File: src/logic/unused_placeholder_none.sv
// Intentionally empty compile unit
`timescale 1ns/1ps
`default_nettype none
`default_nettype wire

File: src/include/ebsc_pkg.sv
// Shared constants and carriers for the external bus strobe control block
`default_nettype none
package ebsc_pkg;

    // ==========================================================
    // Timing
    localparam int          CLK_PERIOD_NS = 100;       // mclk period in ns
    localparam int          MC_OSC_PERIODS = 12;       // Oscillator periods per machine cycle
    localparam int          ALE_DIVIDE     = 6;        // Strobe rate is osc / 6
    localparam logic [3:0]  PH_LAST        = 4'(MC_OSC_PERIODS - 1);
    localparam logic [3:0]  PH_RESET       = 4'h0;

    // Strobe slot windows, in oscillator periods within a machine cycle
    localparam logic [3:0]  ALE0_FIRST     = 4'h1;
    localparam logic [3:0]  ALE0_LAST      = 4'h2;
    localparam logic [3:0]  ALE1_FIRST     = 4'(ALE0_FIRST + ALE_DIVIDE);
    localparam logic [3:0]  ALE1_LAST      = 4'(ALE0_LAST + ALE_DIVIDE);
    localparam logic [3:0]  FETCH0_FIRST   = 4'h3;
    localparam logic [3:0]  FETCH0_LAST    = 4'h5;
    localparam logic [3:0]  FETCH1_FIRST   = 4'(FETCH0_FIRST + ALE_DIVIDE);
    localparam logic [3:0]  FETCH1_LAST    = 4'(FETCH0_LAST + ALE_DIVIDE);
    localparam logic [3:0]  XSTB_FIRST     = 4'h4;
    localparam logic [3:0]  XSTB_LAST      = 4'ha;

    // ==========================================================
    // Address map and pin positions
    localparam logic [15:0] INT_CODE_TOP   = 16'h0fff; // Last internally held code address
    localparam int          P3_RXD         = 0;
    localparam int          P3_TXD         = 1;
    localparam int          P3_IRQ0        = 2;
    localparam int          P3_IRQ1        = 3;
    localparam int          P3_CNT0        = 4;
    localparam int          P3_CNT1        = 5;
    localparam int          P3_WR          = 6;
    localparam int          P3_RD          = 7;
    localparam logic [7:0]  LATCH_RESET    = 8'hff;

    // ==========================================================
    // Carriers
    typedef struct packed {
        logic        ext_req;   // Machine cycle is an external data access
        logic        write;     // 1 write, 0 read
        logic        addr16;    // 16-bit address, high byte on third port
        logic [15:0] addr;
        logic [7:0]  wdata;
    } ebsc_xreq_t;

    typedef struct packed {
        logic rxd;
        logic irq_zero;
        logic irq_one;
        logic count_zero;
        logic count_one;
    } ebsc_p3_alt_t;

endpackage
`default_nettype wire

File: src/logic/ebsc_top.sv
// External bus strobe, fetch source and port control of the expansion interface
// Notes on behaviour
// - Address latch strobe pulses at oscillator/6 even with no external access.
// - Each external data access omits exactly one address latch strobe pulse.
// - Low address byte is valid at the latch strobe; outside logic latches it.
// - External code execution gives two fetch strobes per machine cycle.
// - A data access machine cycle suppresses both fetch strobes.
// - Fetch strobe stays inactive while executing internal code.
// - Source select high: internal code up to 0FFF, external above.
// - Source select low: all code external; romless systems tie it low.
// - First port multiplexes low address and data, driving ones strongly.
// - First port as general port floats pins whose latch holds one.
// - Third port drives high address byte for 16-bit accesses, strongly.
// - Second port pins with latch one are pulled up and readable.
// - Fourth port carries serial, interrupt, count and data strobe functions.
// - Setting the power-down bit opens the oscillator feedback element.
// - Clocking comes from the oscillator input; output pin left free externally.
// - In power-down both latch strobe and fetch strobe are held low.
// - Only hardware reset leaves power-down and restarts the oscillator.
`timescale 1ns/1ps
`default_nettype none
module ebsc_top
    import ebsc_pkg::*;
#(
    parameter int W = 8
) (
    input  wire logic         mclk,                 // Oscillator input clock
    input  wire logic         reset,
    input  wire logic         ce,
    input  wire logic         code_source_select,
    input  wire logic [15:0]  prog_counter,
    input  wire ebsc_xreq_t   xreq,
    input  wire logic         power_down_bit_set,
    input  wire logic         serial_tx,
    input  wire logic [W-1:0] p0_latch,
    input  wire logic [W-1:0] p1_latch,
    input  wire logic [W-1:0] p2_latch,
    input  wire logic [W-1:0] p3_latch,
    input  wire logic [W-1:0] p0_in,
    input  wire logic [W-1:0] p1_in,
    input  wire logic [W-1:0] p2_in,
    input  wire logic [W-1:0] p3_in,
    output logic              ale,
    output logic              program_fetch_strobe_n,
    output logic              osc_feedback_en,
    output logic              fetch_external,
    output logic [W-1:0]      rd_byte,
    output logic              rd_valid,
    output logic [W-1:0]      p0_out,
    output logic [W-1:0]      p0_oe_n,
    output logic [W-1:0]      p0_read,
    output logic [W-1:0]      p1_out,
    output logic [W-1:0]      p1_oe_n,
    output logic [W-1:0]      p1_pull,
    output logic [W-1:0]      p1_read,
    output logic [W-1:0]      p2_out,
    output logic [W-1:0]      p2_oe_n,
    output logic [W-1:0]      p2_pull,
    output logic [W-1:0]      p2_read,
    output logic [W-1:0]      p3_out,
    output logic [W-1:0]      p3_oe_n,
    output logic [W-1:0]      p3_pull,
    output ebsc_p3_alt_t      p3_alt
);
    // ==========================================================
    // Machine cycle state
    logic [3:0]  phase_q;
    logic        pd_q;
    logic        data_cyc_q;
    logic        fetch_ext_q;
    ebsc_xreq_t  xreq_q;
    logic [15:0] fetch_addr_q;
    logic [W-1:0] p3_read;

    // Phase decode
    wire logic run        = ce && !pd_q;
    wire logic ph_last    = (phase_q == PH_LAST);
    wire logic [3:0] phase_d = ph_last ? PH_RESET : 4'(phase_q + 4'h1);
    wire logic ale_win0   = (phase_q >= ALE0_FIRST) && (phase_q <= ALE0_LAST);
    wire logic ale_win1   = (phase_q >= ALE1_FIRST) && (phase_q <= ALE1_LAST);
    wire logic fetch_win  = ((phase_q >= FETCH0_FIRST) && (phase_q <= FETCH0_LAST)) ||
                            ((phase_q >= FETCH1_FIRST) && (phase_q <= FETCH1_LAST));
    wire logic xstb_win   = (phase_q >= XSTB_FIRST) && (phase_q <= XSTB_LAST);
    // Slot 0 address window alone serves a data cycle
    wire logic addr_slot0 = ale_win0 || (phase_q == PH_RESET);
    wire logic addr_win   = addr_slot0 || ale_win1 ||
                            (phase_q == 4'(ALE1_FIRST - 4'h1));

    // Code source: pin low forces external, high splits at the top address
    wire logic ext_code_d = !code_source_select ||
                            (prog_counter > INT_CODE_TOP);

    // Machine cycle of twelve oscillator periods, frozen in power-down
    always_ff @(posedge mclk or posedge reset) begin
        if (reset) begin
            phase_q <= PH_RESET;
        end else if (run) begin
            phase_q <= phase_d;
        end
    end

    // Cycle kind is fixed for a whole machine cycle
    always_ff @(posedge mclk or posedge reset) begin
        if (reset) begin
            data_cyc_q   <= 1'b0;
            fetch_ext_q  <= 1'b0;
            xreq_q       <= '0;
            fetch_addr_q <= '0;
        end else if (run && ph_last) begin
            data_cyc_q   <= xreq.ext_req;
            fetch_ext_q  <= ext_code_d;
            xreq_q       <= xreq;
            fetch_addr_q <= prog_counter;
        end
    end

    // Power-down latches until reset; no software path clears it
    always_ff @(posedge mclk or posedge reset) begin
        if (reset) begin
            pd_q <= 1'b0;
        end else if (ce && power_down_bit_set) begin
            pd_q <= 1'b1;
        end
    end

    // ==========================================================
    // Strobes
    // Slot 1 strobe is dropped in a data cycle, slot 0 latches the data address
    wire logic ale_d   = !pd_q && (ale_win0 || (ale_win1 && !data_cyc_q));
    wire logic fetch_d = !pd_q && fetch_ext_q && !data_cyc_q && fetch_win;
    wire logic wr_n_d  = !(data_cyc_q && xreq_q.write && xstb_win);
    wire logic rd_n_d  = !(data_cyc_q && !xreq_q.write && xstb_win);
    // Capture at the last period of each read window
    wire logic cap_code = fetch_d && ((phase_q == FETCH0_LAST) || (phase_q == FETCH1_LAST));
    wire logic cap_data = data_cyc_q && !xreq_q.write && (phase_q == XSTB_LAST);

    always_ff @(posedge mclk or posedge reset) begin
        if (reset) begin
            ale                    <= 1'b0;
            program_fetch_strobe_n <= 1'b1;
            osc_feedback_en        <= 1'b1;
            fetch_external         <= 1'b0;
        end else if (ce) begin
            ale                    <= ale_d;
            // Held low rather than idle high while powered down
            program_fetch_strobe_n <= pd_q ? 1'b0 : !fetch_d;
            osc_feedback_en        <= !pd_q;
            fetch_external         <= fetch_ext_q;
        end
    end

    // Read data from the multiplexed port; pins sampled directly
    always_ff @(posedge mclk or posedge reset) begin
        if (reset) begin
            rd_byte  <= '0;
            rd_valid <= 1'b0;
        end else if (ce) begin
            rd_valid <= run && (cap_code || cap_data);
            if (run && (cap_code || cap_data)) begin
                rd_byte <= p0_in;
            end
        end
    end

    // ==========================================================
    // Port steering
    // Low byte drives address around the strobe, then data or float for reads
    wire logic [15:0] bus_addr = data_cyc_q ? xreq_q.addr : fetch_addr_q;
    // Data cycles give the address once, so write data is not overrun in slot 1
    wire logic p0_addr_en  = (data_cyc_q ? addr_slot0 : (fetch_ext_q && addr_win)) && !pd_q;
    wire logic p0_data_en  = data_cyc_q && xreq_q.write && xstb_win && !pd_q;
    wire logic p0_bus_en   = p0_addr_en || p0_data_en;
    wire logic [W-1:0] p0_bus_val = p0_addr_en ? bus_addr[W-1:0] : xreq_q.wdata;
    // Code fetches are always 16-bit; data cycles say so themselves
    wire logic p2_bus_en   = !pd_q && (data_cyc_q ? xreq_q.addr16 : fetch_ext_q);
    // Fourth port alternates AND into the latch, as in a shared pin driver
    wire logic [W-1:0] p3_alt_mask = ~(W'(1) << P3_TXD | W'(1) << P3_WR | W'(1) << P3_RD);
    wire logic [W-1:0] p3_eff = p3_latch & (p3_alt_mask |
                                (W'(serial_tx) << P3_TXD) |
                                (W'(wr_n_d)    << P3_WR) |
                                (W'(rd_n_d)    << P3_RD));

    ebsc_qport #(.W(W), .OPEN_DRAIN(1'b1)) u_port0 (
        .mclk     (mclk),
        .reset    (reset),
        .ce       (ce),
        .latch    (p0_latch),
        .bus_en   (p0_bus_en),
        .bus_val  (p0_bus_val),
        .pin_in   (p0_in),
        .pin_out  (p0_out),
        .pin_oe_n (p0_oe_n),
        .pin_pull (),
        .pin_read (p0_read)
    );
    ebsc_qport #(.W(W), .OPEN_DRAIN(1'b0)) u_port1 (
        .mclk     (mclk),
        .reset    (reset),
        .ce       (ce),
        .latch    (p1_latch),
        .bus_en   (1'b0),
        .bus_val  ('0),
        .pin_in   (p1_in),
        .pin_out  (p1_out),
        .pin_oe_n (p1_oe_n),
        .pin_pull (p1_pull),
        .pin_read (p1_read)
    );
    ebsc_qport #(.W(W), .OPEN_DRAIN(1'b0)) u_port2 (
        .mclk     (mclk),
        .reset    (reset),
        .ce       (ce),
        .latch    (p2_latch),
        .bus_en   (p2_bus_en),
        .bus_val  (bus_addr[15:8]),
        .pin_in   (p2_in),
        .pin_out  (p2_out),
        .pin_oe_n (p2_oe_n),
        .pin_pull (p2_pull),
        .pin_read (p2_read)
    );
    ebsc_qport #(.W(W), .OPEN_DRAIN(1'b0)) u_port3 (
        .mclk     (mclk),
        .reset    (reset),
        .ce       (ce),
        .latch    (p3_eff),
        .bus_en   (1'b0),
        .bus_val  ('0),
        .pin_in   (p3_in),
        .pin_out  (p3_out),
        .pin_oe_n (p3_oe_n),
        .pin_pull (p3_pull),
        .pin_read (p3_read)
    );

    // Alternate inputs taken from registered pin reads
    always_ff @(posedge mclk or posedge reset) begin
        if (reset) begin
            p3_alt <= '1;
        end else if (ce) begin
            p3_alt <= '{rxd: p3_read[P3_RXD], irq_zero: p3_read[P3_IRQ0],
                        irq_one: p3_read[P3_IRQ1], count_zero: p3_read[P3_CNT0],
                        count_one: p3_read[P3_CNT1]};
        end
    end

    // ==========================================================
    // Checks
    AST_ALE_RATE: assert property (@(posedge mclk) disable iff (reset)
        (run && phase_q == ALE0_FIRST) |=> ale ##1 ale ##1 !ale)
        else $error("latch strobe slot 0 missing");
    AST_ALE_SKIP: assert property (@(posedge mclk) disable iff (reset)
        (run && data_cyc_q && phase_q == ALE1_FIRST) |=> !ale[*2])
        else $error("latch strobe not skipped in data cycle");
    AST_P0_ADDR: assert property (@(posedge mclk) disable iff (reset)
        (run && ale_win0 && data_cyc_q) |=> (p0_oe_n == '0 && p0_out == xreq_q.addr[W-1:0]))
        else $error("low address not on port at strobe");
    AST_P0_WDATA: assert property (@(posedge mclk) disable iff (reset)
        (run && data_cyc_q && xreq_q.write && xstb_win)
        |=> (p0_oe_n == '0 && p0_out == xreq_q.wdata))
        else $error("write data not on port in strobe window");
    AST_FETCH_TWICE: assert property (@(posedge mclk) disable iff (reset)
        (run && fetch_ext_q && !data_cyc_q && phase_q == FETCH0_FIRST)
        |=> !program_fetch_strobe_n[*3] ##4 !program_fetch_strobe_n)
        else $error("fetch strobe count wrong");
    AST_FETCH_SKIP: assert property (@(posedge mclk) disable iff (reset)
        (ce && !pd_q && data_cyc_q) |=> program_fetch_strobe_n)
        else $error("fetch strobe in data cycle");
    AST_FETCH_INT: assert property (@(posedge mclk) disable iff (reset)
        (ce && !pd_q && !fetch_ext_q) |=> program_fetch_strobe_n)
        else $error("fetch strobe during internal code");
    AST_SRC_SEL: assert property (@(posedge mclk) disable iff (reset)
        (run && ph_last && code_source_select && prog_counter <= INT_CODE_TOP) |=> !fetch_ext_q)
        else $error("internal code range fetched externally");
    AST_PD_HOLD: assert property (@(posedge mclk) disable iff (reset)
        (ce && pd_q) |=> (!ale && !program_fetch_strobe_n && !osc_feedback_en))
        else $error("strobes not low in power-down");
    AST_PD_STICKY: assert property (@(posedge mclk) disable iff (reset)
        pd_q |=> pd_q && $stable(phase_q))
        else $error("power-down left without reset");
endmodule
`default_nettype wire

File: src/logic/ebsc_qport.sv
// One port: latch, bus override and pin driver with registered outputs
`timescale 1ns/1ps
`default_nettype none
module ebsc_qport
    import ebsc_pkg::*;
#(
    parameter int W          = 8,
    parameter bit OPEN_DRAIN = 1'b0
) (
    input  wire logic         mclk,
    input  wire logic         reset,
    input  wire logic         ce,
    input  wire logic [W-1:0] latch,
    input  wire logic         bus_en,
    input  wire logic [W-1:0] bus_val,
    input  wire logic [W-1:0] pin_in,
    output logic      [W-1:0] pin_out,
    output logic      [W-1:0] pin_oe_n,
    output logic      [W-1:0] pin_pull,
    output logic      [W-1:0] pin_read
);
    // ==========================================================
    // Drive selection
    // Bus mode drives both levels strongly; port mode only sinks
    wire logic [W-1:0] out_d  = bus_en ? bus_val : '0;
    wire logic [W-1:0] oe_n_d = bus_en ? '0 : latch;
    // Open-drain pins float on a one; the others keep a weak pull-up
    wire logic [W-1:0] pull_d = (OPEN_DRAIN || bus_en) ? '0 : latch;

    // ==========================================================
    // Output and input registers
    always_ff @(posedge mclk or posedge reset) begin
        if (reset) begin
            pin_out  <= '0;
            pin_oe_n <= '1;
            pin_pull <= OPEN_DRAIN ? '0 : '1;
            pin_read <= '1;
        end else if (ce) begin
            pin_out  <= out_d;
            pin_oe_n <= oe_n_d;
            pin_pull <= pull_d;
            pin_read <= pin_in;
        end
    end
endmodule
`default_nettype wire

File: config.mk
export PLATFORM = sky130hd
export DESIGN_NAME = ebsc_top
export DESIGN_NICKNAME = d
export VERILOG_FILES = /design/src/logic/unused_placeholder_none.sv /design/src/include/ebsc_pkg.sv /design/src/logic/ebsc_top.sv /design/src/logic/ebsc_qport.sv
export SDC_FILE = /design/constraint.sdc
export NUM_CORES = 1
export LEC_CHECK = 0
export BUFFER_PORTS_ARGS = -buffer_cell sky130_fd_sc_hd__buf_2
export CORE_ASPECT_RATIO = 1.75
export CORE_MARGIN = 2
export CORE_UTILIZATION = 35
export CTS_BUF_LIST = sky130_fd_sc_hd__clkbuf_8
export CTS_CLUSTER_SIZE = 20
export DETAILED_ROUTE_END_ITERATION = 8
export GPL_ROUTABILITY_DRIVEN = 1
export MAX_ROUTING_LAYER = met4
export SLEW_MARGIN = 20
export SYNTH_ARGS = -nofsm -noshare
export SYNTH_HDL_FRONTEND = slang
export SYNTH_HIERARCHICAL = 1
export SYNTH_SLANG_ARGS = --single-unit
File: constraint.sdc
create_clock -name mclk -period 2.9 [get_ports mclk]
set_input_delay 0.145 -clock mclk [delete_from_list [all_inputs] [get_ports mclk]]
set_output_delay 0.145 -clock mclk [all_outputs]
set_load 0.01 [all_outputs]
==> flow_summary.json, run 1 <==
{
  "clock-root-buffer": "clkbuf_8",
  "maxCapViolations": 0,
  "postPlaceCellArea_um2": 8264,
  "arrival_ns": 2.95,
  "grt_use_total_pct": 18.58,
  "num_vias": 5365,
  "hold_viol_final": 0,
  "skew_ns": 0.01354,
  "ant_nets": 0,
  "place_ws_ns": 0.3619,
  "final.setup.tns_ns": 0,
  "hold_path.class": "primary input to flop",
  "portBuffers": 239,
  "viasPerCell": 4.846,
  "clock_sinks": 160,
  "route.detailed.drc": 0,
  "clock_power_share_pct": 34.2,
  "wl_per_cell_um": 16.94,
  "postCtsSetupRepairBufs": 0,
  "dp_hpwl_um": 13260,
  "drive_above_1_share_pct": 53.60,
  "first_global_vias": 5933,
  "drtIter0Drc": 140,
  "ys_warn_count": 6,
  "swShare_pct": 26.12,
  "drt-total-wl_um": 18760,
  "fin_nets": 967,
  "comb_power_share_pct": 15.4,
  "clk_latency_ns": 0.46,
  "status": "finished clean",
  "period_needed_ns": 2.554,
  "relSlewSlack_pct": 36.18,
  "die_h_um": 190.3,
  "cts-buffers-inserted": 17,
  "cts_tree": "built",
  "initial_core_util_pct": 35.46,
  "io_pins": 243,
  "grt_max_degree": 55,
  "final_core_util_pct": 49.83,
  "worst_pin_slew_ns": 0.9562,
  "p_sw_mw": 1.309,
  "cellLeakagePower_nw": 4.775,
  "dieArea_um2": 21010,
  "clockBufferDepth": 2,
  "area_delta_synth_final_pct": 40.52,
  "seqPwrFrac_pct": 50.4,
  "antennaDiodeCount": 0,
  "fmax_mhz": 391.5,
  "worstSetupPathType": "flop to flop",
  "syn_avg_cell_area_um2": 13.74,
  "fp-row-count": 68,
  "gr-total-overflow": 0,
  "startpoint_type": "flop",
  "peakVddDrop_mv": 0.2854,
  "rsz0062_at_grt": "false",
  "gp_congestion": 0.8120,
  "layout.cells.non_filler": 1107,
  "fin_worst_hold_slack_ns": 0.1061,
  "syn_inst": 505,
  "power_density_nw_per_um2": 513.9,
  "die-width_um": 110.4,
  "drv_slew": 0,
  "grt_first_pass_wirelength_um": 30210,
  "p_int_mw": 3.702,
  "dp_cells": 968,
  "antenna_found_initial": 0,
  "clkTransAtPathRegs_ns": 0.08,
  "core-area_um2": 19570,
  "crit_fanout": 9,
  "setup_slack_ns": 0.3457,
  "fin_crit_sh_pct": 88.08,
  "post_synth_instance_area_um2": 6939,
  "stdcell_area_um2": 9751,
  "endpoint_kind": "flop",
  "cp.required_ns": 3.30,
  "setup-violations-final": 0,
  "htreeDepth": 4,
  "drtPass1Iterations": 4,
  "power.total_mw": 5.011
}
-- routing by layer --
metal / up-vias / wire length, µm / GRT usage [%] / part of all wire (%)
li1: 2470 / - / - / -
met2: 213 / 10190 / 33.55 / 54
met4: 0 / 626 / 8.365 / 3.3
met3: 46 / 947 / 4.832 / 5.0
met5: - / 0 / - / 0
met1: 2636 / 6995 / 18.80 / 37
-- cell usage in the layout (no fill, tap or decap), types with 2 or more instances in the layout --
cell type and n:
buf_2 239, dlygate4sd3_1 107, mux2_2 102, dfrtp_1 92, dfstp_2 68, a22o_1 61, conb_1 22, clkbuf_8 18
nand2_1 16, buf_4 10, inv_1 9, o211ai_1 9, nand3_1 9, or3_1 8, a2bb2oi_1 8, o21ai_0 6
a21o_1 6, and2_1 6, a21oi_1 5, nor2_1 5, inv_2 5, ha_1 5, clkinv_4 4, and2b_4 4
o2bb2ai_1 4, nor2b_1 3, nand2b_1 3, bufinv_16 3, clkinv_2 3, a31oi_1 2, a211oi_1 2, clkinvlp_4 2
-- what timing repair did --
item                                   CTS  global route
resized for setup                        0             0
endpoints found under the hold margin  155             0
hold buffers                           107             0
-- power by group through the flow --
stage,Sequential [mW],Combinational [mW],Clock (mW)
6_report,2.53,0.769,1.72
5_1_grt,2.55,0.838,1.88
4_1_cts,2.53,0.776,1.79
3_5_place_dp,2.57,0.660,0
3_3_place_gp,2.55,0.639,0
2_1_floorplan,2.60,0.361,0
-- layout make-up --
class                   instances  area (µm²)
inverters                      14       52.55
fillers                      1719        9818
repair buffers                356        2342
clock buffers                  18       247.7
flip-flops and latches        160        4089
clock inverters                14       167.7
well taps                     245       306.5
multi-input cells             300        2545
-- path summary, 6_finish.rpt --
kind	from	endpoint	slack, ns	cells after the start
max	phase_q[2]$_DFFE_PP0P_	u_port0/pin_out[5]$_DFFE_PP0P_	0.35	7
min	p3_latch[7]	u_port3/pin_oe_n[7]$_DFFE_PP1P_	0.11	3
max reg2reg	phase_q[2]$_DFFE_PP0P_	u_port0/pin_out[5]$_DFFE_PP0P_	0.35	7
min reg2reg	u_port0/pin_oe_n[6]$_DFFE_PP1P_	u_port0/pin_oe_n[6]$_DFFE_PP1P_	0.48	1
max in group asynchronous	reset	u_port2/pin_out[2]$_DFFE_PP0P_	1.80	3
min in group asynchronous	reset	fetch_addr_q[3]$_DFFE_PP0P_	0.30	3
-- state kept, by name, indices dropped and copies added (netlist names), 8 cells and up --
| register | cells |
|---|---|
| xreq_q | 26 |
| fetch_addr_q | 16 |
| rd_byte | 8 |
| u_port0/pin_oe_n | 8 |
| u_port0/pin_out | 8 |
| u_port0/pin_read | 8 |
| u_port1/pin_oe_n | 8 |
| u_port1/pin_out | 8 |
| u_port1/pin_read | 8 |
| u_port2/pin_oe_n | 8 |
| u_port2/pin_out | 8 |
| u_port2/pin_read | 8 |
| u_port3/pin_oe_n | 8 |
| u_port3/pin_out | 8 |
-- critical path, cell delays in order, from the launching register on --
cell	delay, ns
dfrtp_1	0.48
or4b_1	0.55
a21o_1	0.24
a311oi_4	0.26
buf_4	0.24
o21bai_1	0.17
and2_1	0.36
a22o_1	0.19
(Power assumes the default switching activity.)
==> inputs of run 2 (changes only) <==
--- a/config.mk
+++ b/config.mk
@@ -14,6 +14,7 @@
 export DETAILED_ROUTE_END_ITERATION = 8
 export GPL_ROUTABILITY_DRIVEN = 1
 export MAX_ROUTING_LAYER = met4
+export PLACE_DENSITY = 0.7
 export SLEW_MARGIN = 20
 export SYNTH_ARGS = -nofsm -noshare
 export SYNTH_HDL_FRONTEND = slang
==> run 2 against run 1 <==
  * Non-clock buffer count fell by 2
  * Combinational power barely moved
  * Sequential share of layout area rose by 0.24 points
  * Design area fell by 0.56%
  * Hold slack improved by 0.063 ns
  * Fmax rose by 0.35%
  * Clock skew barely moved
  * Wire length fell by 1.7%
  * Clock power fell by 16%
  * Die area did not move
  * Register-to-register slack barely moved
  * Sequential power barely moved
  * Critical path type unchanged
  * Largest power group unchanged
==> flow_summary.json, run 2 (synthesis gave the netlist of run 1 again) <==
{
  "status": "finished clean",
  "route.detailed.drc": 0,
  "fin_worst_hold_slack_ns": 0.1687,
  "antenna_found_initial": 0,
  "gp_congestion": 0.7867,
  "stdcell_area_um2": 9696,
  "htreeDepth": 4,
  "area_delta_synth_final_pct": 39.72,
  "clock_sinks": 160,
  "comb_power_share_pct": 16.2,
  "cts_tree": "built",
  "clk_latency_ns": 0.45,
  "arrival_ns": 2.93,
  "clock-root-buffer": "clkbuf_8",
  "setup-violations-final": 0,
  "layout_commonest_cell": "buf_2",
  "first_global_vias": 5709,
  "fmax_mhz": 392.9,
  "io_pins": 243,
  "wl_per_cell_um": 16.68,
  "ant_nets": 0,
  "clockBufferDepth": 2,
  "rsz0062_at_grt": "false",
  "drt-total-wl_um": 18450,
  "die-width_um": 110.4,
  "clock_power_share_pct": 30.6,
  "portBuffers": 239,
  "final.setup.tns_ns": 0,
  "hold_path_depth": 3,
  "r2r_cells": 7,
  "largest_reg_flops": 26,
  "period_needed_ns": 2.545,
  "seqPwrFrac_pct": 53.3,
  "hold_viol_final": 0,
  "initial_core_util_pct": 35.46,
  "dp_cells": 966,
  "layout_common_cells": "buf_2, dlygate4sd3_1, mux2_2, dfrtp_1, dfstp_2",
  "drv_slew": 0,
  "fin_nets": 965,
  "cts-buffers-inserted": 17,
  "skew_ns": 0.01361,
  "dieArea_um2": 21010,
  "dp_hpwl_um": 12490,
  "endpoint_kind": "flop",
  "grt_use_total_pct": 18.39,
  "peakVddDrop_mv": 0.3150,
  "power_density_nw_per_um2": 489.0,
  "num_vias": 5311,
  "clkTransAtPathRegs_ns": 0.08,
  "drtPass1Iterations": 4,
  "layout.cells.non_filler": 1106,
  "hold_path.class": "primary input to flop",
  "p_int_mw": 3.476,
  "drtIter0Drc": 152,
  "postPlaceCellArea_um2": 8274,
  "fill_cells": 1688,
  "viasPerCell": 4.802,
  "cts.repair.resized": 0,
  "swShare_pct": 26.69,
  "crit_fanout": 12,
  "grt_first_pass_wirelength_um": 29760,
  "rrSetupSlack_ns": 0.35,
  "top_register": "xreq_q",
  "r2r_start": "phase_q[3]$_DFFE_PP0P_",
  "startpoint_type": "flop",
  "die_h_um": 190.3,
  "hp-start": "p3_latch[7]",
  "gr-total-overflow": 0,
  "drive_above_1_share_pct": 53.26,
  "relSlewSlack_pct": 34.90,
  "fin_crit_sh_pct": 87.78,
  "worst_pin_slew_ns": 0.9754,
  "reg_top3": "xreq_q (26), fetch_addr_q (16)",
  "timing.rr.end": "u_port0/pin_out[7]$_DFFE_PP0P_",
  "worstSetupPathType": "flop to flop",
  "cellLeakagePower_nw": 4.742,
  "maxCapViolations": 0,
  "fp-row-count": 68,
  "hold_path_end": "u_port3/pin_oe_n[7]$_DFFE_PP1P_",
  "core-area_um2": 19570,
  "grt_max_degree": 55,
  "p_sw_mw": 1.265,
  "cp.required_ns": 3.28
}
-- run 2: routing by layer --
| layer | GRT usage (%) | routed length (µm) | vias up |
|---|---|---|---|
| li1 | - | - | 2486 |
| met1 | 19.79 | 7114 | 2599 |
| met2 | 32.61 | 9996 | 201 |
| met3 | 4.355 | 909 | 25 |
| met4 | 7.404 | 426 | 0 |
| met5 | - | 0 | - |
-- run 2: layout make-up --
| cell class | instances | area [µm²] | area share (%) |
|---|---|---|---|
| diodes | 1 | 2.502 | 0.02581 |
| clock buffers | 20 | 275.3 | 2.839 |
| clock inverters | 12 | 72.57 | 0.7485 |
| inverters | 14 | 52.55 | 0.5420 |
| multi-input cells | 300 | 2545 | 26.25 |
| flip-flops and latches | 160 | 4089 | 42.17 |
| well taps | 245 | 306.5 | 3.162 |
| repair buffers | 354 | 2352 | 24.26 |
-- run 2: worst max path at each step --
stage	depth (start not counted)	startpoint	slack, ns	endpoint
after floorplan	6	phase_q[2]$_DFFE_PP0P_	0.65	u_port0/pin_oe_n[0]$_DFFE_PP1P_
after global placement	7	phase_q[3]$_DFFE_PP0P_	0.44	u_port0/pin_out[5]$_DFFE_PP0P_
after detailed placement	7	phase_q[3]$_DFFE_PP0P_	0.40	u_port0/pin_out[7]$_DFFE_PP0P_
after CTS	7	phase_q[2]$_DFFE_PP0P_	0.38	u_port0/pin_out[7]$_DFFE_PP0P_
after global routing	9	phase_q[1]$_DFFE_PP0P_	0.19	u_port0/pin_out[7]$_DFFE_PP0P_
final	7	phase_q[3]$_DFFE_PP0P_	0.35	u_port0/pin_out[7]$_DFFE_PP0P_
-- run 2: worst max-delay path, cell delays in order (launching register included) --
cell and delay, ns:
dfrtp_1 0.53, or4b_1 0.47, a21o_1 0.23, a311oi_4 0.25, buf_4 0.23, o21bai_1 0.20
and2_1 0.38, a22o_1 0.19
-- run 2: repair_timing --
| item | 4_1_cts | 5_1_grt |
|---|---|---|
| hold buffers | 107 | 0 |
| buffers inserted | 0 | 0 |
| setup endpoints to repair | 0 | 0 |
| hold endpoints to repair | 152 | 0 |
-- run 2: power by group through the flow --
stage | logic, mW | clock network [mW] | registers (mW)
after floorplan | 0.361 | 0 | 2.60
after global placement | 0.641 | 0 | 2.56
after detailed placement | 0.653 | 0 | 2.56
after CTS | 0.768 | 1.52 | 2.52
after global routing | 0.841 | 1.62 | 2.55
final | 0.767 | 1.45 | 2.52
-- run 2: per-stage QoR --
stage / power (mW) / utilization, % / setup WS [ns]
after global placement: 3.196 / 42.28 / 0.4369
after detailed placement: 3.216 / 42.28 / 0.4010
final: 4.741 / 49.55 / 0.3545
after global routing: 5.010 / 49.53 / 0.1941
after floorplan: 2.961 / - / 0.6497
after CTS: 4.815 / 49.53 / 0.3805
